$ cat src/hw/dpram_pkg.sv
// Package: timing constants and carriers for the dual-port RAM port controller
package dpram_pkg;

  localparam int unsigned CLK_PERIOD_NS = 10;
  localparam int unsigned ADDR_W        = 12;
  localparam int unsigned DATA_W        = 9;

  // Minimum times in ns, fastest grade
  localparam int unsigned T_READ_CYCLE_NS   = 12;
  localparam int unsigned T_ADDR_ACCESS_NS  = 12;
  localparam int unsigned T_OE_ACCESS_NS    = 8;
  localparam int unsigned T_OUT_HIZ_NS      = 7;
  localparam int unsigned T_WRITE_PULSE_NS  = 10;
  localparam int unsigned T_ADDR_TO_WEND_NS = 10;
  localparam int unsigned T_SETUP_WEND_NS   = 8;
  localparam int unsigned T_WR_RECOVERY_NS  = 1;
  localparam int unsigned T_WRITE_HIZ_NS    = 7;

  // Least times round up to whole cycles, never below one
  function automatic int unsigned dp_cyc(input int unsigned ns);
    int unsigned c;
    c = (ns + CLK_PERIOD_NS - 1) / CLK_PERIOD_NS;
    return (c < 1) ? 1 : c;
  endfunction

  function automatic int unsigned dp_max(input int unsigned a, input int unsigned b);
    return (a > b) ? a : b;
  endfunction

  localparam int unsigned READ_CYC  = dp_cyc(dp_max(T_READ_CYCLE_NS, dp_max(T_ADDR_ACCESS_NS, T_OE_ACCESS_NS)));
  localparam int unsigned HIZ_CYC   = dp_cyc(T_OUT_HIZ_NS);
  localparam int unsigned WP_OE_HI  = dp_cyc(dp_max(T_WRITE_PULSE_NS, dp_max(T_ADDR_TO_WEND_NS, T_SETUP_WEND_NS)));
  localparam int unsigned WP_OE_LO  = dp_cyc(dp_max(WP_OE_HI * CLK_PERIOD_NS, T_WRITE_HIZ_NS + T_SETUP_WEND_NS));
  localparam int unsigned REC_CYC   = dp_cyc(T_WR_RECOVERY_NS);

  localparam logic [3:0] READ_CNT   = 4'(READ_CYC);
  localparam logic [3:0] HIZ_CNT    = 4'(HIZ_CYC);
  localparam logic [3:0] WP_HI_CNT  = 4'(WP_OE_HI);
  localparam logic [3:0] WP_LO_CNT  = 4'(WP_OE_LO);
  localparam logic [3:0] REC_CNT    = 4'(REC_CYC);
  localparam logic [3:0] CNT_ZERO   = 4'h0;
  localparam logic [3:0] CNT_ONE    = 4'h1;

  typedef enum { DP_IDLE, DP_RD, DP_WHIZ, DP_WPULSE, DP_WREC } dpram_state_e;

  typedef struct packed {
    logic              write;
    logic              keep_oe_low;
    logic [ADDR_W-1:0] addr;
    logic [DATA_W-1:0] wdata;
  } dpram_req_s;

  typedef struct packed {
    logic [ADDR_W-1:0] addr;
    logic              rw;
    logic              oe_n;
    logic [DATA_W-1:0] dout;
    logic              doe;
  } dpram_pins_s;

endpackage

$ cat src/hw/dpram_port_ctrl.sv
// Module: host-side access controller for one port of the dual-port RAM
`timescale 1ns/10ps
`default_nettype none

// Operation
// Read/write select stays high whenever the address lines change.
// Never drive write data while the memory may still drive the bus.
// With output enable low, pulse lasts max of 10 ns and 7+8 ns.
// With output enable high, write pulse may be just 10 ns.
// Write data held at least 0 ns after the pulse ends.
// Far-port read sees written data within 25 ns / 22 ns.
// Both ports use identical timing; either may write.
// Address is stable before output enable falls in a read.
// Read data valid 8 ns after output enable falls.
// Old data held 3 ns after address change.
// Write address valid at least 10 ns before pulse ends.
// Write data valid at least 8 ns before pulse ends.
// Memory releases outputs within 7 ns after select falls.
// Stop driving data when the pulse ends, bar the hold.
// Select low writes, select high with enable low reads.
// Never write one location from both ports at once.
// Data word is nine bits, one usable as parity.
// Every minimum interval counted in whole cycles, rounded up.
module dpram_port_ctrl
  import dpram_pkg::*;
(
  // Clock and reset
  input  wire logic                core_clk,
  input  wire logic                srst,
  // User request
  input  wire logic                req_valid,
  input  wire dpram_req_s          req,
  output logic                     req_ready,
  output logic                     rsp_valid,
  output logic [DATA_W-1:0]        rsp_data,
  // Memory port pins
  output logic [ADDR_W-1:0]        mem_addr,
  output logic                     mem_rw,
  output logic                     mem_oe_n,
  output logic [DATA_W-1:0]        mem_data_o,
  output logic                     mem_data_oe,
  input  wire logic [DATA_W-1:0]   mem_data_i
);

  // ****************************************
  // State
  // ****************************************
  typedef struct packed {
    dpram_state_e      st;
    logic [3:0]        cnt;
    logic              keep_lo;
    dpram_pins_s       pins;
    logic              ready;
    logic              rvalid;
    logic [DATA_W-1:0] rdata;
    logic [DATA_W-1:0] din_s1;
    logic [DATA_W-1:0] din_s2;
  } dpram_ctl_s;

  dpram_ctl_s r;
  dpram_ctl_s next_r;

  // Least low-select span for the chosen enable level
  function automatic logic [3:0] wp_need(input logic lo);
    return lo ? WP_LO_CNT : WP_HI_CNT;
  endfunction

  // ****************************************
  // Next state
  // ****************************************
  always_comb begin
    next_r        = r;
    next_r.rvalid = 1'b0;
    // Pin data passes two flops before use
    next_r.din_s1 = mem_data_i;
    next_r.din_s2 = r.din_s1;
    case (r.st)
      DP_IDLE: begin
        if (req_valid && r.ready) begin
          // Address moves only while select is high, in idle R1
          next_r.pins.addr = req.addr;
          next_r.ready     = 1'b0;
          if (req.write) begin
            // Enable waits for the select, so no read starts on a moving address
            next_r.keep_lo    = req.keep_oe_low;
            // No view of the far port: same-word writes are kept apart upstream
            next_r.pins.dout  = req.wdata;
            next_r.st         = DP_WHIZ;
            next_r.cnt        = HIZ_CNT;
          end else begin
            // Address settles a cycle before enable falls R8
            next_r.pins.oe_n = 1'b1;
            next_r.st        = DP_RD;
            next_r.cnt       = READ_CNT + CNT_ONE;
          end
        end
      end
      DP_RD: begin
        next_r.pins.oe_n = 1'b0;
        next_r.cnt       = r.cnt - CNT_ONE;
        if (r.cnt == CNT_ONE) begin
          // Three extra cycles cover the two-flop sync; the pins stay put while data is sampled
          next_r.st  = DP_WREC;
          next_r.cnt = CNT_ONE + CNT_ONE + CNT_ONE;
        end
      end
      DP_WHIZ: begin
        if (r.pins.rw) begin
          // Select falls a cycle after the address, never with it
          next_r.pins.rw   = 1'b0;
          next_r.pins.oe_n = ~r.keep_lo;
          next_r.cnt       = HIZ_CNT;
        end else begin
          // Memory outputs turn off before we drive
          next_r.cnt = r.cnt - CNT_ONE;
          if (r.cnt <= CNT_ONE) begin
            next_r.st       = DP_WPULSE;
            next_r.pins.doe = 1'b1;
            // Turn-off wait counts toward the pulse; one driven cycle covers set-up
            if (wp_need(r.keep_lo) > HIZ_CNT) begin
              next_r.cnt = wp_need(r.keep_lo) - HIZ_CNT;
            end else begin
              next_r.cnt = CNT_ONE;
            end
          end
        end
      end
      DP_WPULSE: begin
        next_r.cnt = r.cnt - CNT_ONE;
        if (r.cnt <= CNT_ONE) begin
          // Select rises and drive drops together: hold is 0 ns R5 R14
          next_r.pins.rw   = 1'b1;
          next_r.pins.doe  = 1'b0;
          // Enable parks high so recovery is never taken for a read
          next_r.pins.oe_n = 1'b1;
          next_r.st       = DP_WREC;
          next_r.cnt      = REC_CNT;
        end
      end
      DP_WREC: begin
        next_r.cnt = r.cnt - CNT_ONE;
        if (r.cnt <= CNT_ONE) begin
          if (!r.pins.oe_n && r.pins.rw) begin
            next_r.rvalid = 1'b1;
            next_r.rdata  = r.din_s2;
          end
          next_r.pins.oe_n = 1'b1;
          next_r.st        = DP_IDLE;
          next_r.ready     = 1'b1;
          next_r.cnt       = CNT_ZERO;
        end
      end
      default: next_r.st = DP_IDLE;
    endcase
  end

  // ****************************************
  // Registers
  // ****************************************
  always_ff @(posedge core_clk) begin
    if (srst) begin
      r           <= '0;
      r.st        <= DP_IDLE;
      r.pins.rw   <= 1'b1;
      r.pins.oe_n <= 1'b1;
      r.ready     <= 1'b1;
    end else begin
      r <= next_r;
    end
  end

  // ****************************************
  // Outputs
  // ****************************************
  assign req_ready   = r.ready;
  assign rsp_valid   = r.rvalid;
  assign rsp_data    = r.rdata;
  assign mem_addr    = r.pins.addr;
  assign mem_rw      = r.pins.rw;
  assign mem_oe_n    = r.pins.oe_n;
  assign mem_data_o  = r.pins.dout;
  assign mem_data_oe = r.pins.doe;
endmodule

`default_nettype wire

$ cat config.mk
export PLATFORM = sky130hd
export DESIGN_NAME = dpram_port_ctrl
export DESIGN_NICKNAME = d
export VERILOG_FILES = /design/src/hw/dpram_pkg.sv /design/src/hw/dpram_port_ctrl.sv
export SDC_FILE = /design/constraint.sdc
export NUM_CORES = 1
export LEC_CHECK = 0
export BUFFER_PORTS_ARGS = -buffer_cell sky130_fd_sc_hd__buf_2
export CAP_MARGIN = 15
export CORE_MARGIN = 10
export CORE_UTILIZATION = 56
export CTS_BUF_LIST = sky130_fd_sc_hd__clkbuf_16
export DETAILED_ROUTE_END_ITERATION = 8
export GPL_ROUTABILITY_DRIVEN = 0
export GPL_TIMING_DRIVEN = 0
export PLACE_DENSITY_LB_ADDON = 0.3
export REMOVE_ABC_BUFFERS = 1
export SLEW_MARGIN = 20
export SYNTH_ARGS = -nofsm -noshare
export SYNTH_HDL_FRONTEND = slang
export SYNTH_SLANG_ARGS = --single-unit
$ cat constraint.sdc
create_clock -name core_clk -period 5.13 [get_ports core_clk]
set_input_delay 0.513 -clock core_clk [delete_from_list [all_inputs] [get_ports core_clk]]
set_output_delay 0.513 -clock core_clk [all_outputs]
set_load 0.02 [all_outputs]
==> results of run 1 <==
## per-stage QoR
step | utilization, % | hold WS [ns]
2_1_floorplan | - | 0.414
3_3_place_gp | 60.8 | 0.417
3_5_place_dp | 60.8 | 0.425
4_1_cts | 67.1 | 0.401
5_1_grt | 67.1 | 0.402
6_report | 67.1 | 0.411
## power breakdown
group / switching, mW / internal, mW
Sequential: 0.0687 / 0.537
Combinational: 0.248 / 0.161
Clock: 0.189 / 0.367
## state kept, by name, indices dropped and copies added, names as in the netlist
register / cells
mem_data_o: 9
mem_rw: 1
rsp_data: 9
next_r: 9
mem_oe_n: 1
req_ready: 1
mem_data_oe: 1
r: 17
rsp_valid: 1
mem_addr: 12
## path summary, 6_finish.rpt
| path | depth (start not counted) | slack [ns] | end | from |
|---|---|---|---|---|
| setup / recovery | 5 | 2.84 | r[59] | r[58] |
| hold / removal | 2 | 0.41 | next_r[0] | mem_data_i[0] |
| setup reg to reg | 5 | 2.84 | r[59] | r[58] |
| hold reg to reg | 1 | 0.43 | r[8] | next_r[8] |
## worst max-delay path, cell delays in order (launching register included)
cell	delay, ns
dfxtp_1	0.52
nor3_1	0.33
and3_1	0.49
and2_1	0.50
a311oi_1	0.09
nor4bb_1	0.27
## cell usage after synthesis, drive strengths merged (3+ instances only)
library cell	count	area share (%)
inv	5	0.71
nor3	4	0.76
buf	36	10
nand2b	3	0.71
clkbuf	11	2.7
mux2i	11	4.2
nor2	19	2.7
dfxtp	61	46
o21ai	5	0.95
a31oi	3	0.95
nor2b	21	5.0
nand2	51	7.4
a21oi	27	5.1
## layer usage
layer | vias to the layer above | global-route usage [%] | part of all wire (%)
li1 | 1028 | - | -
met1 | 866 | 15.4 | 44
met2 | 56 | 21.4 | 49
met3 | 2 | 5.33 | 7.0
met4 | 0 | 6.31 | 0.49
met5 | - | 0 | 0
## area by class of cell
type,instances,area [um^2],share of cell area (%)
clock buffers,9,225,7.55
clock inverters,6,56.3,1.89
multi-input cells,181,1050,35.3
well taps,52,65.1,2.18
repair buffers,69,345,11.6
flip-flops and latches,61,1220,40.9
inverters,5,18.8,0.629
## cells by family after synthesis
kind of cell,share of synthesized area (%)
AOI/OAI and AO/OA,13.2
adders and majority gates,0.952
buffers and inverters,13.5
DFF,46.5
muxes,4.19
and+or+nand+nor,21.7
==> key figures, run 1 <==
Drt
  – Residual DRC count: 0
  – Vias/cell: 5.10
  – Routed len/inst: 13.4 um
  – Antenna-violating nets left: 0
  – Routed wire length: 5.15 mm
  – TritonRoute pass-1 iters: 4
  – Via count: 1,952
  – Iteration-0 DRC Markers: between 100 and 150

GRT
  – Largest net degree at the start of global routing: 63
  – Vias in the first global route: 1,840
  – Global-route wire length before repair: around 8.2 mm
  – Tot GR Track Use: 13.4%
  – Initial antenna violation count: 0
  – GR Overflow Total: 0

Floorplanning
  – Chip width: 88.5 um
  – Die Y: just under 90 um
  – Die area: around 0.0078 mm^2
  – I/O pin count: 70
  – Initial core utilization: 59.1%
  – Core Region: 0.00444 mm^2
  – Site Rows: 24

Finish
  – Fillcell total: 374
  – Layout cells sized above 1: 27.5%
  – Most common cell after layout, fill and taps aside: buf_2
  – # diodes: 0
  – Layout Nets: 364
  – Post-route cell area: 0.00298 mm^2
  – Most frequent cells in the layout: 69 x buf_2, 61 x dfxtp_1, 50 x nand2_1, 27 x a21oi_1, 21 x nor2b_1
  – Non-Filler Instances: around 380
  – Area Overhead vs Synth: 13.6%

Critical path
  – Critical path required time: 5.34 ns
  – Worst Setup End Kind: flip-flop
  – Startpoint types: flip-flop
  – Crit path DAT: 2.51 ns
  – Critical-path maximum fanout: 21
  – CP Class: flip-flop to flip-flop

CTS
  – Clk Latency, worst-skew pair: 0.31 ns
  – CTS resizes: 0
  – Clock root buffer: clkbuf_16
  – Post-CTS Repair Setup Buffers: 0
  – Hold buffer count at CTS: 0
  – H-tree levels: 3
  – Worst-path clk slew: 0.05 ns
  – Clk sinks: 61
  – Clock tree from TritonCTS: built
  – CTS buffer count: 9
  – CTS Buffer Depth: 2

Logic synthesis
  – Synth cell types: 48
  – Sequential-to-total area share from yosys stat: 46.5%
  – Synth Register Bits: 61
  – Mean Syn Cell Area: around 8.9 um^2
  – Main synth FF type: dfxtp_1
  – Mapped Area: around 0.0026 mm^2
  – Synth Warn #: 0
  – Post-synth ARST share: 0%
  – Post-synthesis cell count: 294
  – Post-synth EDFFs: 0

STA
  – Worst-margin pin slew: about 1.1 ns
  – Post-layout minimum cycle time: 2.29 ns
  – Sum of negative setup slack: 0 ns
  – Final-report setup violation count: 0
  – Final Hold Vio Count: 0
  – F_max: 0.436 GHz
  – Skew final: 0.00532 ns
  – RSZ-0062 raised after global routing: false
  – Final Cycle Share: 44.7%
  – Final Max Tran Viols: 0
  – Worst rel slew slack: 29.9%
  – Worst setup margin: approximately 2.8 ns

Power
  – Lkg Pwr: 1.30 nW
  – Max VDD drop: 278 uV
  – Power Total: 1.57 mW
  – Cell Pwr Density: 526 mW/mm^2

Placed design
  – Port buffer count: 69
  – Placed insts: 368
  – Dpl ws: roughly 2.8 ns
  – Area post-placement: 0.00270 mm^2
  – DPL Wire Length: about 3.5 mm

Outcome
  – Status: finished, final reports clean

Flow run
  – Max-cap violations: 0

Hold path
  – Min-delay worst type: input port to flip-flop
(Power assumes the default switching activity.)
==> run 2, diff against run 1 <==
CORE_UTILIZATION = 47   (was 56)
clock period = 2.01 ns   (was 5.13 ns; I/O delays follow)
==> run 2 against run 1 <==
  * Critical path type unchanged
  * Die area rose by 15%
  * Maximum frequency rose by 18%
  * Sequential share of layout area fell by 0.91 points
==> key figures, run 2 (synthesized netlist as in run 1, its figures left out) <==
STA
  – Worst-margin pin slew: 0.614 ns (-0.437 ns)
  – Skew final: 0.00445 ns (-0.000873 ns)
  – Post-layout minimum cycle time: 1.95 ns (-0.347 ns)
  – Final Hold Vio Count: 0 (unchanged)
  – Final Max Tran Viols: 0 (unchanged)
  – Final-report setup violation count: 0 (unchanged)
  – F_max: 0.514 GHz (+18%)
  – Final Cycle Share: 96.8% (+52 points)
  – Worst rel slew slack: 59.0% (+29 points)

Power
  – Max VDD drop: 739 uV (+170%)
  – Lkg Pwr: 1.32 nW (+1.6%)
  – Cell Pwr Density: 1350 mW/mm^2 (+160%)
  – Power Total: 4.16 mW (+170%)

Finish
  – Flip-flop count of the largest register after layout: 17 (unchanged)
  – Most common cell after layout, fill and taps aside: buf_2
  – Post-route cell area: 0.00307 mm^2 (+3.0%)
  – Top reg by flops: r
  – # diodes: 0 (unchanged)
  – Fillcell total: 523 (+40%)
  – Post-layout util: 56.2% (-11 points)
  – Layout Nets: 365 (+0.27%)
  – Most frequent cells in the layout: 68 x buf_2, 56 x dfxtp_1, 50 x nand2_1, 26 x a21oi_1, 21 x nor2b_1
  – Area Overhead vs Synth: 17.0%
  – Multi-input gate area: 0.00110 mm^2 (+4.2%)
  – Layout cells sized above 1: 32.1% (+4.6 points)
  – Register area: 0.00123 mm^2 (+0.72%)

Drt
  – Via count: 2,017 (+3.3%)
  – Routed len/inst: 13.9 um (+3.5%)
  – Vias/cell: 4.98 (-2.3%)
  – Iteration-0 DRC Markers: 68 (-39%)
  – Routed wire length: 5.64 mm (+9.5%)
  – TritonRoute pass-1 iters: 4 (unchanged)
  – Residual DRC count: 0 (unchanged)
  – Antenna-violating nets left: 0 (unchanged)

Critical path
  – Critical path required time: 2.26 ns (-3.08 ns)
  – Worst Setup End Kind: flip-flop
  – Crit path DAT: 2.19 ns (-0.32 ns)
  – CP Class: flip-flop to flip-flop
  – Critical-path maximum fanout: 7 (-67%)
  – Startpoint types: flip-flop

CTS
  – CTS buffer count: 9 (unchanged)
  – H-tree levels: 3 (unchanged)
  – Clk Latency, worst-skew pair: 0.32 ns (about the same)
  – Worst-path clk slew: 0.05 ns (about the same)
  – CTS Buffer Depth: 2 (unchanged)
  – Hold buffer count at CTS: 0 (unchanged)
  – Clock root buffer: clkbuf_16
  – Clk sinks: 61 (unchanged)
  – Clock tree from TritonCTS: built

Floorplanning
  – Die Y: 94.8 um (+7.1%)
  – Site Rows: 27 (+13%)
  – Chip width: 94.8 um (+7.1%)
  – Core Region: 0.00547 mm^2 (+23%)
  – Initial core utilization: 48.0% (-11 points)
  – Die area: 0.00898 mm^2 (+15%)
  – I/O pin count: 70 (unchanged)

Placed design
  – DPL Wire Length: 3.82 mm (+8.7%)
  – Area post-placement: 0.00273 mm^2 (+0.93%)
  – Port buffer count: 69 (unchanged)

Flow run
  – Max-cap violations: 0 (unchanged)

GRT
  – Largest net degree at the start of global routing: 63 (unchanged)
  – GR Overflow Total: 0 (unchanged)
  – Initial antenna violation count: 0 (unchanged)
  – Global-route wire length before repair: 8.86 mm (+7.8%)
  – Vias in the first global route: 1,935 (+5.2%)
  – Tot GR Track Use: 12.4% (-0.98 points)

Outcome
  – Status: finished, final reports clean

Hold path
  – Min-delay worst type: input port to flip-flop
==> run 2: cell types whose count changed in the layout (fill, tap and decap cells not counted), moves of 2 or more <==
| cell | before | now |
|---|---|---|
| dfxtp_1 | 61 | 56 |
| dfxtp_2 | 0 | 4 |
| buf_4 | 0 | 2 |
| clkinvlp_4 | 2 | 0 |
| nor2_1 | 19 | 17 |
| nor2_2 | 0 | 2 |
==> run 2: final timing paths <==
path	from	end	slack, ns	cells after the start
setup / recovery	r[54]	r[58]	0.06	6
hold / removal	mem_data_i[0]	next_r[0]	0.08	2
setup reg to reg	r[54]	r[58]	0.06	6
hold reg to reg	next_r[1]	r[1]	0.43	1
==> run 2: stage by stage <==
stage	instances	hold slack (ns)	setup slack, ns	TNS (ns)
detailed placement	388	0.415	-0.323	-4.12
global placement	388	0.410	-0.266	-3.22
global route	405	0.0846	-0.0109	-0.0158
floorplan	247	0.270	0.131	0
finish	405	0.0846	0.0649	0
CTS	404	0.0783	0.0154	0
==> run 2: report_power, final <==
part | total, mW | leakage, nW | internal (mW) | switching, mW
clock network | 1.44 | 0.147 | 0.939 | 0.503
logic | 1.14 | 0.670 | 0.459 | 0.683
registers | 1.58 | 0.501 | 1.38 | 0.195
total | 4.16 | 1.32 | 2.78 | 1.38
==> run 2: area by class of cell <==
cell class / instances / share of cell area [%]
tap: 72 / 2.93
sequential: 61 / 40.0
clock buffer: 9 / 7.33
multi-input combinational: 181 / 35.7
clock inverter: 7 / 1.91
timing repair buffer: 70 / 11.6
inverter: 5 / 0.611
==> run 2: routing by layer <==
layer,part of all wire [%],global-route usage [%],vias to the layer above
li1,-,-,1030
met1,43,13.9,921
met2,45,19.2,58
met3,9.9,6.34,8
met4,1.7,5.99,0
met5,0,0,-
==> run 2: worst max-delay path: stages (launching register included) <==
cell     delay [ns]
dfxtp_4        0.38
ha_2           0.19
or3b_4         0.41
a31oi_4        0.20
nand2_2        0.08
or4_4          0.48
a21oi_2        0.12
==> run 2: timing repair <==
action,4_1_cts,5_1_grt
setup endpoints to repair,24,15
pin swaps,0,2
setup buffers,0,1
resized for setup,8,13
==> run 3, diff against run 2 <==
ABC_AREA = 1   (was unset)
CORE_UTILIZATION = 48   (was 47)
SETUP_SLACK_MARGIN = 0.15   (was unset)
==> run 3 against run 2 <==
  * Combinational power increased by 28%
  * Global-route usage up 1.0 points
  * Critical path type unchanged
  * Maximum frequency is 15% higher
  * Count of clock-buffer cells in the layout unchanged
==> key figures, run 3 <==
CTS
  – Worst-path clk slew: 0.05 ns (about the same)
  – Clk sinks: 61 (unchanged)
  – Clk Latency, worst-skew pair: 0.32 ns (about the same)
  – H-tree levels: 3 (unchanged)
  – Clock tree from TritonCTS: built
  – Hold buffer count at CTS: 0 (unchanged)
  – Clock root buffer: clkbuf_16
  – CTS buffer count: 9 (unchanged)
  – CTS Buffer Depth: 2 (unchanged)

Logic synthesis
  – Post-synth ARST share: 0% (unchanged)
  – Compound-cell area share of the yosys netlist: 11.1% (-2.2 points)
  – Largest family of logic cells by synthesized area: simple AND/OR/NAND/NOR gates
  – Top-count cell post-synth: nor2_1
  – Mapped Area: 0.00280 mm^2 (+6.5%)
  – Post-Synth Adder-Cell Area: 0.894% (-0.058 points)
  – Synth Register Bits: 61 (unchanged)
  – Synth top area share: 43.6% (-2.8 points)
  – Yosys top cell by area: dfxtp_1
  – Sequential-to-total area share from yosys stat: 43.6% (-2.8 points)
  – Leading cell types by count after synthesis: 72 x nor2_1, 61 x dfxtp_1, 49 x inv_1, 49 x nand2_1, 31 x buf_4
  – Post-synthesis mux area share: 0% (-4.2 points)
  – Main area contributors after synthesis: dfxtp_1 44%, nor2_1 9.7%, buf_4 8.3%, inv_1 6.6%, nand2_1 6.6%
  – Mean Syn Cell Area: 7.48 um^2 (-16%)
  – Post-synthesis cell count: 374 (+27%)
  – Post-Synth XOR/XNOR Area: 0% (unchanged)
  – Post-synth EDFFs: 0 (unchanged)
  – Synth Warn #: 0 (unchanged)
  – Main synth FF type: dfxtp_1
  – Synth cell types: 25 (-48%)
  – Synth Area in Simple Gates: 26.0% (+4.4 points)

Floorplanning
  – Die Y: 96.4 um (+1.7%)
  – Site Rows: 27 (unchanged)
  – Die area: 0.00929 mm^2 (+3.4%)
  – Chip width: 96.4 um (+1.7%)
  – Initial core utilization: 50.2% (+2.2 points)
  – I/O pin count: 70 (unchanged)
  – Core Region: 0.00557 mm^2 (+1.9%)

Hold path
  – Hold EP: next_r[1]
  – Min-delay worst type: input port to flip-flop
  – Hold depth: 3 (+1)
  – Hold_sp: mem_data_i[1]

Critical path
  – R2R Path End: r[53]
  – Slowest-stage cell, CP: dfxtp_1
  – Critical path required time: 2.21 ns (-0.05 ns)
  – R2R depth: 7 (+1)
  – Setup slack, reg-to-reg: 0.31 ns (+0.25 ns)
  – Delay-heaviest family, CP: buffers and inverters
  – Startpoint types: flip-flop
  – Worst Setup End Kind: flip-flop
  – Critical-path maximum fanout: 16 (+9)
  – Reg-to-reg critical path startpoint: req_ready
  – Most common cell on crit path: nand2_1
  – Crit path DAT: 1.90 ns (-0.29 ns)
  – CP Class: flip-flop to flip-flop
  – Crit path largest cell delay: 0.33 ns (-0.15 ns)
  – Worst path depth: 7 (+1)
  – CP Cell Sequence: nand2_1, clkinvlp_4, nand2_1, nor2_4, inv_1, o21ai_0, a21oi_1
  – Bufs and invs on worst path: 2 (+2)

GRT
  – Initial antenna violation count: 0 (unchanged)
  – Global-route wire length before repair: 9.72 mm (+9.7%)
  – GR Overflow Total: 0 (unchanged)
  – Largest net degree at the start of global routing: 44 (-30%)
  – Tot GR Track Use: 13.4% (+1.0 points)
  – Vias in the first global route: 2,042 (+5.5%)

Drt
  – Vias/cell: 4.60 (-7.6%)
  – TritonRoute pass-1 iters: 6 (+2)
  – Residual DRC count: 0 (unchanged)
  – Routed wire length: 6.02 mm (+6.7%)
  – Antenna-violating nets left: 0 (unchanged)
  – Routed len/inst: 12.3 um (-11%)
  – Via count: 2,246 (+11%)
  – Iteration-0 DRC Markers: 103 (+51%)

STA
  – Final-report setup violation count: 0 (unchanged)
  – Final Cycle Share: 84.4% (-12 points)
  – Worst rel slew slack: 41.0% (-18 points)
  – Post-layout minimum cycle time: 1.70 ns (-0.249 ns)
  – Skew final: 0.00941 ns (+0.00496 ns)
  – RSZ-0062 raised after global routing: true
  – Worst setup margin: 0.314 ns (+0.249 ns)
  – Worst-margin pin slew: 0.885 ns (+0.270 ns)
  – F_max: 0.589 GHz (+15%)
  – Sum of negative setup slack: 0 ns (unchanged)
  – Final Max Tran Viols: 0 (unchanged)
  – Final Hold Vio Count: 0 (unchanged)

Placed design
  – Dpl ws: -0.0207 ns (+0.302 ns)
  – Port buffer count: 69 (unchanged)
  – DPL Wire Length: 4.33 mm (+13%)

Power
  – Cell Pwr Density: 1400 mW/mm^2 (+3.4%)
  – Power Total: 4.57 mW (+9.8%)
  – Lkg Pwr: 1.64 nW (+24%)
  – Max VDD drop: 710 uV (-3.9%)

Finish
  – Top reg by flops: r
  – Layout cells sized above 1: 27.6% (-4.5 points)
  – Most frequent cells in the layout: 72 x nor2_1, 69 x buf_2, 61 x dfxtp_1, 49 x inv_1, 49 x nand2_1
  – Most common cell after layout, fill and taps aside: nor2_1
  – # diodes: 0 (unchanged)
  – Area Overhead vs Synth: 16.5%
  – Flip-flop count of the largest register after layout: 17 (unchanged)
  – Layout Nets: 448 (+23%)

Flow run
  – Max-cap violations: 0 (unchanged)

Outcome
  – Status: finished, final reports clean
## run 3: cell types whose count changed after synthesis, sizes merged, moves of 5 or more
| cell | previous run | this run |
|---|---|---|
| nand3 | 2 | 30 |
| nor2b | 21 | 0 |
| inv | 5 | 54 |
| a211oi | 2 | 9 |
| o21ai | 5 | 19 |
| nor2 | 19 | 77 |
| a21oi | 27 | 19 |
| nand2 | 51 | 56 |
| clkbuf | 11 | 4 |
| mux2i | 11 | 0 |
## run 3: worst max-delay path by stage
stage / start / endpoint / slack (ns)
finish: req_ready / r[53] / 0.31
global route: req_ready / r[53] / 0.13
detailed placement: srst / mem_data_o[1] / -0.02
global placement: req_ready / r[53] / -0.007
CTS: req_ready / r[53] / 0.16
floorplan: req_ready / r[53] / 0.33
## run 3: worst reg2reg max path, cell delays in order (launching register included)
cell,delay (ns)
dfxtp_1,0.33
nand2_1,0.12
clkinvlp_4,0.29
nand2_1,0.14
nor2_4,0.22
inv_1,0.22
o21ai_0,0.20
a21oi_1,0.05
## run 3: cell families after synthesis
kind of cell / Yosys count
AO/OA/AOI/OAI: 48
adder cells (fa/ha/maj): 2
buffers and inverters: 99
flip-flops: 61
AND/OR/NAND/NOR: 164
## run 3: power breakdown
part / internal [mW] / switching (mW)
clock network: 1.08 / 0.529
registers: 1.39 / 0.119
logic: 0.462 / 0.994
total: 2.92 / 1.64
## run 3: what timing repair did
item	CTS	global route
buffers inserted	0	0
resized for setup	1	2
hold endpoints to repair	0	0
endpoints found under the setup margin	10	10
## run 3: per-layer routing
metal  track usage, %  routed length, um
met1             16.4               2650
met5                0                  0
met4             7.51                121
met2             20.7               2810
met3             3.81                441
## run 3: per-stage QoR
step / area (um^2) / cells / utilization (%) / hold WS, ns
final: 3260 / 488 / 58.5 / 0.0740
after global routing: 3260 / 488 / 58.5 / 0.0820
after CTS: 3250 / 488 / 58.4 / 0.0701
after detailed placement: 2940 / 472 / 52.7 / 0.395
after global placement: 2940 / 472 / 52.7 / 0.389
after floorplan: 2500 / 331 / - / 0.270
## run 3: layout make-up
| type | count | area [um^2] |
|---|---|---|
| Multi-Input combinational cell | 214 | 1070 |
| Timing Repair Buffer | 69 | 345 |
| Inverter | 56 | 223 |
| Sequential cell | 61 | 1220 |
| Clock buffer | 9 | 225 |
| Tap cell | 72 | 90.1 |
| Fill cell | 527 | 2310 |
| Clock inverter | 7 | 88.8 |
